**config.mk**
```make
export PLATFORM = sky130hd
export DESIGN_NAME = ssg_gate
export DESIGN_NICKNAME = d
export VERILOG_FILES = /design/src/common/ssg_pkg.sv /design/src/core/ssg_gate.sv
export VERILOG_INCLUDE_DIRS = /design/src /design/src/common
export SDC_FILE = /design/constraint.sdc
export NUM_CORES = 1
export LEC_CHECK = 0
export ABC_CLOCK_PERIOD_IN_PS = 1800
export BUFFER_PORTS_ARGS = -buffer_cell sky130_fd_sc_hd__buf_2
export CAP_MARGIN = 30
export CORE_AREA = 2 2 279 281
export DETAILED_ROUTE_END_ITERATION = 10
export DIE_AREA = 0 0 281 283
export PLACE_DENSITY = 0.3
export RECOVER_POWER = 100
export SLEW_MARGIN = 30
export SYNTH_ARGS = -nofsm -noshare
export SYNTH_HDL_FRONTEND = slang
export SYNTH_SLANG_ARGS = --single-unit
```
**constraint.sdc**
```tcl
create_clock -name core_clk -period 1.8 [get_ports core_clk]
set_input_delay 0 -clock core_clk [delete_from_list [all_inputs] [get_ports core_clk]]
set_output_delay 0 -clock core_clk [all_outputs]
set_load 0.05 [all_outputs]
```
**src/common/ssg_consts.svh**
```systemverilog
`ifndef SSG_CONSTS_SVH
`define SSG_CONSTS_SVH

// Bitmap geometry
`define SSG_MAP_W 64
`define SSG_HALF_W 32
`define SSG_PRIV_W 2
`define SSG_PRIV_KERNEL 2'h0

// Component bit positions
`define SSG_BIT_FPU 0
`define SSG_BIT_SIMD 1
`define SSG_BIT_VEC_UPPER 2
`define SSG_BIT_BOUND_REGS 3
`define SSG_BIT_BOUND_CSR 4
`define SSG_BIT_OPMASK 5
`define SSG_BIT_WIDE_UPPER 6
`define SSG_BIT_EXTRA_WIDE 7
`define SSG_BIT_TRACE 8
`define SSG_BIT_PKEY 9
`define SSG_BIT_FLOW_USER 11
`define SSG_BIT_FLOW_SUPER 12
`define SSG_BIT_DUTY 13
`define SSG_BIT_PERF 16
`define SSG_BIT_SPECIAL 63

// Component classes
`define SSG_CLS_NONE 2'h0
`define SSG_CLS_USER 2'h1
`define SSG_CLS_SUPER 2'h2

// Classification masks
`define SSG_USER_MASK 64'h0000_0000_0000_02FF
`define SSG_SUPER_MASK 64'h0000_0000_0001_3900
`define SSG_GATED_MASK 64'h0000_0000_0000_00FC
`define SSG_UNGATED_MASK 64'h0000_0000_0001_3B03
`define SSG_RESV_MASK 64'hFFFF_FFFF_FFFE_C400

// Wide-vector without SIMD pattern on bits 2:1
`define SSG_VEC_NO_SIMD 2'h2

// Register access
`define SSG_SUPER_EN_INDEX 32'h0000_0DA0
`define SSG_USER_EN_SEL 32'h0000_0000
`define SSG_USER_EN_RESET 64'h0000_0000_0000_0001
`define SSG_SUPER_EN_RESET 64'h0000_0000_0000_0000

`endif

```
**src/common/ssg_pkg.sv**
```systemverilog
package ssg_pkg;

  typedef enum logic [2:0] {
    SSG_OP_EN_READ    = 3'h0,
    SSG_OP_EN_WRITE   = 3'h1,
    SSG_OP_SAVE       = 3'h2,
    SSG_OP_SAVE_OPT   = 3'h3,
    SSG_OP_SAVE_COMP  = 3'h4,
    SSG_OP_SAVE_SUPER = 3'h5,
    SSG_OP_RESTORE    = 3'h6,
    SSG_OP_REST_SUPER = 3'h7
  } ssg_op_t;

  typedef struct packed {
    logic        valid;
    ssg_op_t     op;
    logic [31:0] sel;
    logic [31:0] mask_high_reg;
    logic [31:0] mask_low_reg;
  } ssg_req_t;

  typedef struct packed {
    logic        valid;
    logic        invalid_opcode_fault;
    logic        general_protection_fault;
    logic [63:0] act_mask;
    logic [63:0] rdata;
  } ssg_resp_t;

  typedef struct packed {
    logic valid;
    logic invalid_opcode_fault;
  } ssg_feat_resp_t;

endpackage

```
**src/core/ssg_gate.sv**
```systemverilog
`timescale 1ns/1ns
`include "ssg_consts.svh"
// Function
// - Every component selection is a 64-bit bitmap, one bit per component.
// - Bits 0, 1, 2 select floating-point, SIMD and vector-upper state.
// - Bits 4:3 select bound registers and bound config/status state.
// - Bits 7:5 select opmask, wide upper halves and extra wide registers.
// - Bit 8 trace, bit 9 key rights, bits 12:11 flow protection.
// - Bit 13 duty-cycle state, bit 16 performance-state control.
// - Bits 10, 15:14, 62:17 reserved; bit 63 holds no component.
// - Components 0-7 and 9 are user; 8, 11-13, 16 supervisor.
// - Instruction mask comes from the high and low mask registers.
// - A user component clear in the user enable register is never acted on.
// - Supervisor save/restore act on supervisor bits set in supervisor enable.
// - Non-supervisor saves and plain restore never manage supervisor components.
// - Write and supervisor save/restore need privilege 0; others run anywhere.
// - Gated components unmodifiable while disabled; contents kept on disable.
// - Gated feature instruction with a component not enabled faults invalid-opcode.
// - OS enable bit 0 makes every gated feature act as disabled.
// - Ungated features stay usable regardless of OS bit and user enable.
// - The group has eight instructions: read, write, four saves, two restores.
// - User enable bit 0 always reads one, also right after reset.
// - Write with selector 0 at privilege 0 loads the full 64-bit value.
// - Write faulting protection when value bits 2:1 equal 10b.
module ssg_gate (
  input wire logic core_clk, // Core clock
  input wire logic reset_n, // Sync reset, active low
  input wire logic os_enable_bit, // Control register 4 bit 18
  input wire logic [`SSG_PRIV_W-1:0] current_privilege_level, // Current privilege
  input wire ssg_pkg::ssg_req_t instr_req, // Instruction request
  input wire logic msr_rd_en, // Model register read strobe
  input wire logic msr_wr_en, // Model register write strobe
  input wire logic [31:0] msr_index, // Model register index
  input wire logic [`SSG_MAP_W-1:0] msr_wdata, // Model register write data
  input wire logic feat_check_valid, // Gated feature instruction issued
  input wire logic [`SSG_MAP_W-1:0] feat_comp_req, // Components that instruction uses
  output ssg_pkg::ssg_resp_t instr_resp, // Instruction answer
  output ssg_pkg::ssg_resp_t msr_resp, // Model register answer
  output ssg_pkg::ssg_feat_resp_t feat_resp, // Feature check answer
  output logic [`SSG_MAP_W-1:0] comp_modify_allow, // Per-component write permit
  output logic [`SSG_MAP_W-1:0] user_state_enable_reg, // User enable value
  output logic [`SSG_MAP_W-1:0] supervisor_state_enable_reg // Supervisor enable value
);

  logic [`SSG_MAP_W-1:0] user_en_ff;
  logic [`SSG_MAP_W-1:0] nxt_user_en;
  logic [`SSG_MAP_W-1:0] super_en_ff;
  logic [`SSG_MAP_W-1:0] nxt_super_en;
  ssg_pkg::ssg_resp_t instr_resp_ff;
  ssg_pkg::ssg_resp_t nxt_instr_resp;
  ssg_pkg::ssg_resp_t msr_resp_ff;
  ssg_pkg::ssg_resp_t nxt_msr_resp;
  ssg_pkg::ssg_feat_resp_t feat_resp_ff;
  ssg_pkg::ssg_feat_resp_t nxt_feat_resp;
  logic [`SSG_MAP_W-1:0] allow_ff;
  logic [`SSG_MAP_W-1:0] nxt_allow;

  logic [`SSG_MAP_W-1:0] user_map;
  logic [`SSG_MAP_W-1:0] super_map;
  logic [`SSG_MAP_W-1:0] gated_map;
  logic [`SSG_MAP_W-1:0] ungated_map;

  logic [`SSG_MAP_W-1:0] instr_mask;
  logic priv_ok;
  logic [`SSG_MAP_W-1:0] user_view;
  logic [`SSG_MAP_W-1:0] super_view;

  // Class of one bitmap position
  function automatic logic [1:0] comp_class(input int unsigned pos);
    logic [1:0] cls;
    cls = `SSG_CLS_NONE;
    if (pos == `SSG_BIT_FPU) begin
      cls = `SSG_CLS_USER;
    end else if (pos == `SSG_BIT_SIMD) begin
      cls = `SSG_CLS_USER;
    end else if (pos == `SSG_BIT_VEC_UPPER) begin
      cls = `SSG_CLS_USER;
    end else if (pos == `SSG_BIT_BOUND_REGS) begin
      cls = `SSG_CLS_USER;
    end else if (pos == `SSG_BIT_BOUND_CSR) begin
      cls = `SSG_CLS_USER;
    end else if (pos == `SSG_BIT_OPMASK) begin
      cls = `SSG_CLS_USER;
    end else if (pos == `SSG_BIT_WIDE_UPPER) begin
      cls = `SSG_CLS_USER;
    end else if (pos == `SSG_BIT_EXTRA_WIDE) begin
      cls = `SSG_CLS_USER;
    end else if (pos == `SSG_BIT_TRACE) begin
      cls = `SSG_CLS_SUPER;
    end else if (pos == `SSG_BIT_PKEY) begin
      cls = `SSG_CLS_USER;
    end else if (pos == `SSG_BIT_FLOW_USER) begin
      cls = `SSG_CLS_SUPER;
    end else if (pos == `SSG_BIT_FLOW_SUPER) begin
      cls = `SSG_CLS_SUPER;
    end else if (pos == `SSG_BIT_DUTY) begin
      cls = `SSG_CLS_SUPER;
    end else if (pos == `SSG_BIT_PERF) begin
      cls = `SSG_CLS_SUPER;
    end else begin
      cls = `SSG_CLS_NONE;
    end
    comp_class = cls;
  endfunction

  // Component whose feature needs user enable gating
  function automatic logic comp_gated(input int unsigned pos);
    logic gated;
    gated = 1'b0;
    if (pos == `SSG_BIT_FPU) begin
      gated = 1'b0;
    end else if (pos == `SSG_BIT_SIMD) begin
      gated = 1'b0;
    end else if (pos == `SSG_BIT_VEC_UPPER) begin
      gated = 1'b1;
    end else if (pos == `SSG_BIT_BOUND_REGS) begin
      gated = 1'b1;
    end else if (pos == `SSG_BIT_BOUND_CSR) begin
      gated = 1'b1;
    end else if (pos == `SSG_BIT_OPMASK) begin
      gated = 1'b1;
    end else if (pos == `SSG_BIT_WIDE_UPPER) begin
      gated = 1'b1;
    end else if (pos == `SSG_BIT_EXTRA_WIDE) begin
      gated = 1'b1;
    end else begin
      gated = 1'b0;
    end
    comp_gated = gated;
  endfunction

  // Per-position class maps
  always_comb begin
    user_map = '0;
    super_map = '0;
    gated_map = '0;
    ungated_map = '0;
    for (int i = 0; i < `SSG_MAP_W; i++) begin
      user_map[i] = (comp_class(i) == `SSG_CLS_USER);
      super_map[i] = (comp_class(i) == `SSG_CLS_SUPER);
      gated_map[i] = comp_gated(i);
      ungated_map[i] = (comp_class(i) != `SSG_CLS_NONE) && !comp_gated(i);
    end
  end

  // Any reserved or special position set
  function automatic logic has_resv(input logic [`SSG_MAP_W-1:0] map);
    has_resv = |(map & `SSG_RESV_MASK);
  endfunction

  // Only user components
  function automatic logic [`SSG_MAP_W-1:0] user_part(input logic [`SSG_MAP_W-1:0] map);
    user_part = map & `SSG_USER_MASK;
  endfunction

  // Only supervisor components
  function automatic logic [`SSG_MAP_W-1:0] super_part(input logic [`SSG_MAP_W-1:0] map);
    super_part = map & `SSG_SUPER_MASK;
  endfunction

  // User enable value legal for a write
  function automatic logic user_val_bad(input logic [`SSG_MAP_W-1:0] val);
    logic bad;
    bad = 1'b0;
    if (!val[`SSG_BIT_FPU]) begin
      bad = 1'b1;
    end
    if (val[`SSG_BIT_VEC_UPPER:`SSG_BIT_SIMD] == `SSG_VEC_NO_SIMD) begin
      bad = 1'b1;
    end
    if (has_resv(val) || (|super_part(val))) begin
      bad = 1'b1;
    end
    user_val_bad = bad;
  endfunction

  // Supervisor enable value legal for a write
  function automatic logic super_val_bad(input logic [`SSG_MAP_W-1:0] val);
    super_val_bad = has_resv(val) || (|user_part(val));
  endfunction

  always_comb begin
    instr_mask = {instr_req.mask_high_reg, instr_req.mask_low_reg};
    priv_ok = (current_privilege_level == `SSG_PRIV_KERNEL);
    user_view = user_en_ff & user_map;
    super_view = super_en_ff & super_map;
  end

  // Instruction decode and enable register write
  always_comb begin
    nxt_instr_resp = '0;
    nxt_user_en = user_en_ff;
    nxt_instr_resp.valid = instr_req.valid;
    if (instr_req.valid) begin
      if (!os_enable_bit) begin
        nxt_instr_resp.invalid_opcode_fault = 1'b1;
      end else begin
        case (instr_req.op)
          ssg_pkg::SSG_OP_EN_READ: begin
            if (instr_req.sel != `SSG_USER_EN_SEL) begin
              nxt_instr_resp.general_protection_fault = 1'b1;
            end else begin
              nxt_instr_resp.rdata = user_en_ff;
            end
          end
          ssg_pkg::SSG_OP_EN_WRITE: begin
            if (!priv_ok) begin
              nxt_instr_resp.general_protection_fault = 1'b1;
            end else if (instr_req.sel != `SSG_USER_EN_SEL) begin
              nxt_instr_resp.general_protection_fault = 1'b1;
            end else if (user_val_bad(instr_mask)) begin
              nxt_instr_resp.general_protection_fault = 1'b1;
            end else begin
              nxt_user_en = instr_mask;
            end
          end
          ssg_pkg::SSG_OP_SAVE_SUPER, ssg_pkg::SSG_OP_REST_SUPER: begin
            if (!priv_ok) begin
              nxt_instr_resp.general_protection_fault = 1'b1;
            end else begin
              nxt_instr_resp.act_mask = instr_mask & (user_view | super_view);
            end
          end
          default: begin
            // Plain, optimized, compacted save and plain restore
            nxt_instr_resp.act_mask = instr_mask & user_view;
          end
        endcase
      end
    end
    nxt_user_en[`SSG_BIT_FPU] = 1'b1;
  end

  // Supervisor enable register at its model register index
  always_comb begin
    nxt_msr_resp = '0;
    nxt_super_en = super_en_ff;
    nxt_msr_resp.valid = msr_rd_en | msr_wr_en;
    if (msr_rd_en | msr_wr_en) begin
      if (!priv_ok || msr_index != `SSG_SUPER_EN_INDEX) begin
        nxt_msr_resp.general_protection_fault = 1'b1;
      end else if (msr_wr_en) begin
        if (super_val_bad(msr_wdata)) begin
          nxt_msr_resp.general_protection_fault = 1'b1;
        end else begin
          nxt_super_en = msr_wdata;
        end
      end else begin
        nxt_msr_resp.rdata = super_en_ff;
      end
    end
  end

  // Component modify permit and gated feature check
  always_comb begin
    nxt_allow = ungated_map;
    if (os_enable_bit) begin
      nxt_allow = nxt_allow | (user_en_ff & gated_map);
    end
    nxt_feat_resp.valid = feat_check_valid;
    nxt_feat_resp.invalid_opcode_fault = 1'b0;
    if (feat_check_valid) begin
      // Uses nxt_allow, not the registered permit, so a gated bit off blocks the feature
      nxt_feat_resp.invalid_opcode_fault = |(feat_comp_req & ~nxt_allow);
    end
  end

  always_ff @(posedge core_clk) begin
    if (!reset_n) begin
      user_en_ff <= `SSG_USER_EN_RESET;
      super_en_ff <= `SSG_SUPER_EN_RESET;
      instr_resp_ff <= '0;
      msr_resp_ff <= '0;
      feat_resp_ff <= '0;
      allow_ff <= `SSG_UNGATED_MASK;
    end else begin
      user_en_ff <= nxt_user_en;
      super_en_ff <= nxt_super_en;
      instr_resp_ff <= nxt_instr_resp;
      msr_resp_ff <= nxt_msr_resp;
      feat_resp_ff <= nxt_feat_resp;
      allow_ff <= nxt_allow;
    end
  end

  assign instr_resp = instr_resp_ff;
  assign msr_resp = msr_resp_ff;
  assign feat_resp = feat_resp_ff;
  assign comp_modify_allow = allow_ff;
  assign user_state_enable_reg = user_en_ff;
  assign supervisor_state_enable_reg = super_en_ff;

endmodule

```
==> qor.yml, run 1 <==
max_freq_mhz: 589.0
period_share: 0.9433
end_kind: "flop"
synth_area_um2: 9881
final_common_cell: "clkbuf_1"
min_period_ns: 1.698
layout-area-overhead-vs-synth_pct: 52.17
clock_sinks: 282
final_nets: 1851
r2r_slack_ns: 0.23
grtUsageTotal: 0.09724
rsz0062_at_grt: "false"
fin_skew_ns: 0.007722
crit_type: "in -> reg"
drc: 0
gp_congestion: 0.8033
hold_viol_final: 0
cts_buffer_depth: 3
met2_wirelength_um: 21580
overflow: 0
num_rows: 102
core-area_um2: 76700
final_cell_mix: "clkbuf_1, dfxtp_1, buf_2"
grt_max_degree: 65
met1_length_um: 16080
relSlewSlack: 0.4659
ys_seq_area_frac: 0.5714
firstDrtPassIters: 5
p_leak_nw: 6.298
yosysWarnings: 0
wl_um: 41970
vdd_drop_max_mv: 0.4417
top_layer: "met5"
drt-initial-drc-count: 269
drtAntennaViolNets: 0
drive_above_1_share: 0.2304
die_h_um: 283
clock_latency_ns: 0.53
grt_first_pass_wirelength_um: 56610
cts-buffers-inserted: 37
status: "finished, final reports clean"
htreeDepth: 2
viasPerCell: 3.221
maxCapViolCount: 0
root_buffer: "clkbuf_16"
fillCellCount: 8665
port_buffers: 541
largest_reg_flops: 81
postLayoutCellArea_um2: 15040
postPlaceCellArea_um2: 13480
wl_met3_um: 3369
io_pins: 724
start_util: 0.1288
finalMaxSlewViolations: 0
route.vias.total: 8549
tightest_slew_ns: 0.8046
crit_arrival_ns: 2.17
path_max_fanout: 30
yosysUniqueCellTypes: 36
pwr_density_cell_nw_per_um2: 978.0
cp_data_required_time_ns: 2.27
ys_ff_latch: 282
first_global_vias: 8338
dieArea_um2: 79520
place_hpwl_um: 32460
wl_per_cell_um: 15.81
finalPower_mw: 14.70
clkSlewWorstSetupHoldPaths_ns: 0.06
avgSynthCellArea_um2: 10.65
cts_tree: "yes"
finish.utilization: 0.1960
synth_cells: 928
antenna_found_initial: 8
hold_class: "in -> reg"
die_x_um: 281
crit_path_start_kind: "input port"
finalSetupViolCount: 0
## layer usage
metal | track usage | vias up
met4 | 0.03075 | 4
met3 | 0.02515 | 65
met5 | 0 | -
met2 | 0.1815 | 459
li1 | - | 4070
met1 | 0.1057 | 3951
## stage by stage
| step | setup TNS, ns | setup slack [ns] | instances | hold WS, ns |
|---|---|---|---|---|
| global route | 0 | 0.001952 | 2652 | 0.04833 |
| CTS | 0 | 0.01477 | 2646 | 0.009354 |
| floorplan | 0 | 0.1974 | 1100 | 0.1217 |
| global placement | -105.21 | -0.6589 | 2511 | 0.2263 |
| detailed placement | -104.25 | -0.6755 | 2511 | 0.2313 |
| finish | 0 | 0.1021 | 2654 | 0.03003 |
## cell families after synthesis
group                  after synthesis  share of synthesized area
muxes                                5                   0.005065
other                                2                  0.0007601
AOI/OAI and AO/OA                   28                    0.01773
buffers and inverters              219                     0.1523
and+or+nand+nor                    392                     0.2528
DFF                                282                     0.5714
## synth_stat cells, drive strengths merged
| master | number | area share |
|---|---|---|
| dfxtp | 282 | 0.57 |
| and2 | 188 | 0.12 |
| buf | 182 | 0.14 |
| nor4 | 57 | 0.039 |
| nor3b | 55 | 0.042 |
| clkbuf | 29 | 0.012 |
| nand4 | 19 | 0.012 |
| and3 | 18 | 0.011 |
| nand2 | 18 | 0.0068 |
| a21oi | 12 | 0.0061 |
| nor2 | 10 | 0.0038 |
| inv | 8 | 0.0030 |
| nand3 | 8 | 0.0041 |
| o31ai | 8 | 0.0061 |
| nor3 | 6 | 0.0047 |
| mux2i | 5 | 0.0051 |
| or3 | 3 | 0.0019 |
| and4 | 2 | 0.0018 |
| conb | 2 | 0.00076 |
| nand2b | 2 | 0.0013 |
| nor4b | 2 | 0.0018 |
| nor4bb | 2 | 0.0020 |
| o21ai | 2 | 0.0010 |
| o22ai | 2 | 0.0013 |
| or2 | 2 | 0.0013 |
| a21boi | 1 | 0.00076 |
| a31oi | 1 | 0.00063 |
| o211ai | 1 | 0.00076 |
| o41a | 1 | 0.0011 |
## report_power, final
group          switching [mW]  internal (mW)  leakage (nW)
combinational            1.10          0.340          3.46
clock                    2.88           4.14         0.567
sequential            0.00236           6.25          2.27
## worst paths after layout
path,startpoint,endpoint,cells after the start
setup / recovery,msr_index[4],msr_resp[16],9
hold / removal,instr_req[98],instr_resp[128],4
setup reg to reg,user_state_enable_reg[2],feat_resp[0],4
hold reg to reg,user_state_enable_reg[13],instr_resp[13],1
## cell type report
type,count,area [um2],share of cell area
flip-flops and latches,282,5647,0.3756
repair buffers,655,3485,0.2318
multi-input cells,599,3417,0.2273
well taps,1040,1301,0.08654
clock buffers,55,1074,0.07140
clock inverters,11,72.57,0.004826
inverters,8,30.03,0.001997
diodes,4,10.01,0.0006657
## critical path, cell delays in order
cell,delay (ns)
buf_2,0.10
nor4bb_2,0.43
nand4_1,0.29
buf_4,0.23
or3_1,0.41
nor3_4,0.23
buf_12,0.14
buf_12,0.16
and2_1,0.15
## what timing repair did
item                       CTS  global route
setup endpoints to repair   58           117
gates cloned                 0             3
resized for setup            2             8
hold buffers                69             0
pin swaps                    0             2
buffers inserted             0             1
hold endpoints to repair    36             0
No activity file was read; power rests on OpenSTA's default activity.
==> run 2: changes to the inputs <==
--- a/config.mk
+++ b/config.mk
@@ -6,13 +6,14 @@
 export SDC_FILE = /design/constraint.sdc
 export NUM_CORES = 1
 export LEC_CHECK = 0
+export ABC_AREA = 1
 export ABC_CLOCK_PERIOD_IN_PS = 1800
 export BUFFER_PORTS_ARGS = -buffer_cell sky130_fd_sc_hd__buf_2
 export CAP_MARGIN = 30
-export CORE_AREA = 2 2 279 281
+export CORE_AREA = 2 2 278 280
 export DETAILED_ROUTE_END_ITERATION = 10
-export DIE_AREA = 0 0 281 283
-export PLACE_DENSITY = 0.3
+export DIE_AREA = 0 0 280 282
+export PLACE_DENSITY = 0.31
 export RECOVER_POWER = 100
 export SLEW_MARGIN = 30
 export SYNTH_ARGS = -nofsm -noshare
==> run 2 against run 1 <==
  * Core utilization grew 0.70 points
  * Die area fell by 0.71%
  * Sequential share of layout area fell by 0.78 points
  * Final cell count is 12% higher
  * Clock power grew 2%
  * Maximum frequency is 1.0% lower
  * Worst setup slack lost 0.017 ns
  * Non-clock buffer count decreased by 45
  * Combinational power about the same
  * Highest routed layer is now met4
==> qor.yml, run 2 <==
max_stage_delay_ns: 0.56  # was 0.43 ns
dp_slack_ns: 0.03964  # was -0.6755 ns
io_pins: 724  # unchanged
yosysWarnings: 0  # unchanged
clkSlewWorstSetupHoldPaths_ns: 0.06  # about the same
pwr_density_cell_nw_per_um2: 966.3  # was 978.0 nW/um2
crit_type: "in -> reg"  # unchanged
finalSetupViolCount: 0  # unchanged
gp_congestion: 0.8151  # was 0.8033
hold_class: "in -> reg"  # unchanged
cts_buffer_depth: 3  # unchanged
path_max_fanout: 1  # was 30
yosysMostFrequentCell: "nor2_1"  # was dfxtp_1
layout-area-overhead-vs-synth_pct: 40.37  # was 52.17%
cts_tree: "yes"  # unchanged
synth_area_leaders: "dfxtp_1, buf_4, nor2_1"  # was dfxtp_1, buf_4, and2_1
p_leak_nw: 7.122  # was 6.298 nW
synth_cells: 1365  # was 928
htreeDepth: 2  # unchanged
grtUsageTotal: 0.09488  # was 0.09724
die_h_um: 282  # was 283 um
min_period_ns: 1.715  # was 1.698 ns
synth-main-ff-cell: "dfxtp_1"  # unchanged
fin_skew_ns: 0.01084  # was 0.007722 ns
final_common_cell: "nor2_1"  # was clkbuf_1
num_rows: 101  # was 102
finalHoldWorstSlack_ns: 0.006986  # was 0.03003 ns
max_freq_mhz: 583.1  # was 589.0 MHz
end_kind: "flop"  # unchanged
drc: 0  # unchanged
drt-initial-drc-count: 225  # was 269
wl_per_cell_um: 13.31  # was 15.81 um
yosysUniqueCellTypes: 26  # was 36
cts-buffers-inserted: 35  # was 37
postLayoutCellArea_um2: 15370  # was 15040 um2
synth_top_cell_area_share: 0.5156  # was 0.5714
root_buffer: "clkbuf_16"  # unchanged
r2r_slack_ns: 0.12  # was 0.23 ns
synth-edff-count: 0  # unchanged
first_global_vias: 9369  # was 8338
port_buffers: 541  # unchanged
drive_above_1_share: 0.1851  # was 0.2304
postPlaceCellArea_um2: 14250  # was 13480 um2
status: "finished, final reports clean"  # unchanged
dpl.cell_count: 2863  # was 2511
antenna_found_initial: 2  # was 8
hold_viol_final: 0  # unchanged
core-area_um2: 75700  # was 76700 um2
crit_path_start_kind: "input port"  # unchanged
cpLargestDelayFamily: "buffers and inverters"  # was simple AND/OR/NAND/NOR gates
r2r_cells: 8  # was 4
vdd_drop_max_mv: 0.6236  # was 0.4417 mV
rr_endpoint: "feat_resp[0]"  # unchanged
crit_start: "feat_comp_req[63]"  # was msr_index[4]
rr_startpoint: "user_state_enable_reg[5]"  # was user_state_enable_reg[2]
avgSynthCellArea_um2: 8.021  # was 10.65 um2
drtAntennaViolNets: 0  # unchanged
tightest_slew_ns: 1.185  # was 0.8046 ns
worst_slack_ns: 0.08496  # was 0.1021 ns
synth_commonest_cells: "nor2_1, dfxtp_1, inv_1"  # was dfxtp_1, and2_1, buf_4
rsz0062_at_grt: "false"  # unchanged
synthArstFlopShare: 0  # unchanged
endpoint: "feat_resp[0]"  # was msr_resp[16]
overflow: 0  # unchanged
crit_path_frequent_cell: "dlygate4sd3_1"  # was buf_12
wl_um: 39540  # was 41970 um
num_antenna_cells: 0  # was 4
die_x_um: 280  # was 281 um
critical_path_buf_inv_count: 4  # unchanged
grt_first_pass_wirelength_um: 57010  # was 56610 um
final_nets: 2238  # was 1851
grt_max_degree: 129  # was 65
maxCapViolCount: 0  # unchanged
ys_ff_latch: 282  # unchanged
crit_path_cell_trace: "dlygate4sd3_1 > buf_2 > nor2_1 > dlygate4sd3_1 > nand4_1 > dlygate4sd3_1 > nor2_1 > a21oi_1"  # was buf_2 > nor4bb_2 > nand4_1 > buf_4 > or3_1 > nor3_4 > buf_12 > buf_12 > and2_1
clock_latency_ns: 0.54  # was 0.53 ns
slowest_stage: "dlygate4sd3_1"  # was nor4bb_2
clock_sinks: 282  # unchanged
place_hpwl_um: 31320  # was 32460 um
ys_seq_area_frac: 0.5156  # was 0.5714
period_share: 0.9528  # was 0.9433
yosysTopAreaCell: "dfxtp_1"  # unchanged
firstDrtPassIters: 4  # was 5
worst-path-stages: 8  # was 9
largest_reg_flops: 81  # unchanged
viasPerCell: 3.257  # was 3.221
synth_area_um2: 10950  # was 9881 um2
dieArea_um2: 78960  # was 79520 um2
final_cell_mix: "nor2_1, clkbuf_1, inv_1"  # was clkbuf_1, dfxtp_1, buf_2
finalMaxSlewViolations: 0  # unchanged
tns_ns: 0  # unchanged
layout.cells.non_filler: 2971  # was 2654
relSlewSlack: 0.2100  # was 0.4659
crit_arrival_ns: 2.13  # was 2.17 ns
cp_data_required_time_ns: 2.22  # was 2.27 ns
route.vias.total: 9678  # was 8549
start_util: 0.1446  # was 0.1288
run 2: layout make-up:
class	instances	area [um2]
Fill cell	8682	60330
Clock buffer	42	942.2
Tap cell	978	1224
Sequential cell	282	5653
Multi-Input combinational cell	758	3236
Inverter	283	1062
Timing Repair Buffer	610	3037
Clock inverter	18	216.5
run 2: power by group:
| part | internal [mW] | switching (mW) | total, mW |
|---|---|---|---|
| Clock | 4.33 | 2.83 | 7.16 |
| Sequential | 6.25 | 0.00211 | 6.25 |
| Combinational | 0.319 | 1.12 | 1.44 |
| Total | 10.9 | 3.95 | 14.9 |
run 2: cell families (layout without fill, tap and decap cells):
| group | Yosys count | in the layout | synth area share |
|---|---|---|---|
| AOI/OAI and AO/OA | 9 | 9 | 0.004114 |
| and+or+nand+nor | 575 | 575 | 0.2436 |
| DFF | 282 | 282 | 0.5156 |
| buffers and inverters | 497 | 953 | 0.2360 |
| other | 2 | 174 | 0.0006859 |
run 2: what timing repair did:
item,in CTS,in global routing
setup endpoints to repair,0,51
endpoints found under the hold margin,41,0
gates resized for setup,0,15
buffers inserted,0,0
hold buffers,50,0
run 2: worst min-delay path by stage:
| stage | start | to | cells after the start |
|---|---|---|---|
| floorplan | feat_check_valid | feat_resp[1] | 2 |
| global placement | feat_check_valid | feat_resp[1] | 3 |
| detailed placement | feat_check_valid | feat_resp[1] | 3 |
| CTS | msr_wdata[34] | msr_resp[128] | 7 |
| global route | msr_wr_en | supervisor_state_enable_reg[8] | 4 |
| finish | msr_wdata[35] | msr_resp[128] | 7 |
run 2: per-layer routing:
metal,vias up,share of wire,global-route usage
li1,4888,-,-
met2,414,0.46,0.1583
met3,50,0.090,0.03025
met4,0,0.021,0.02783
met5,-,0,0
met1,4326,0.43,0.1164
run 2: metrics by stage:
stage	power, mW	util
floorplan	7.673	-
global placement	7.771	0.1882
detailed placement	7.772	0.1882
CTS	15.24	0.2102
global route	15.54	0.2030
finish	14.85	0.2030
run 2: tightest hold or removal path, delay by kind of cell:
family | cells | cell delay (ns)
buffers and inverters | 1 | 0.08
and+or+nand+nor | 6 | 0.43
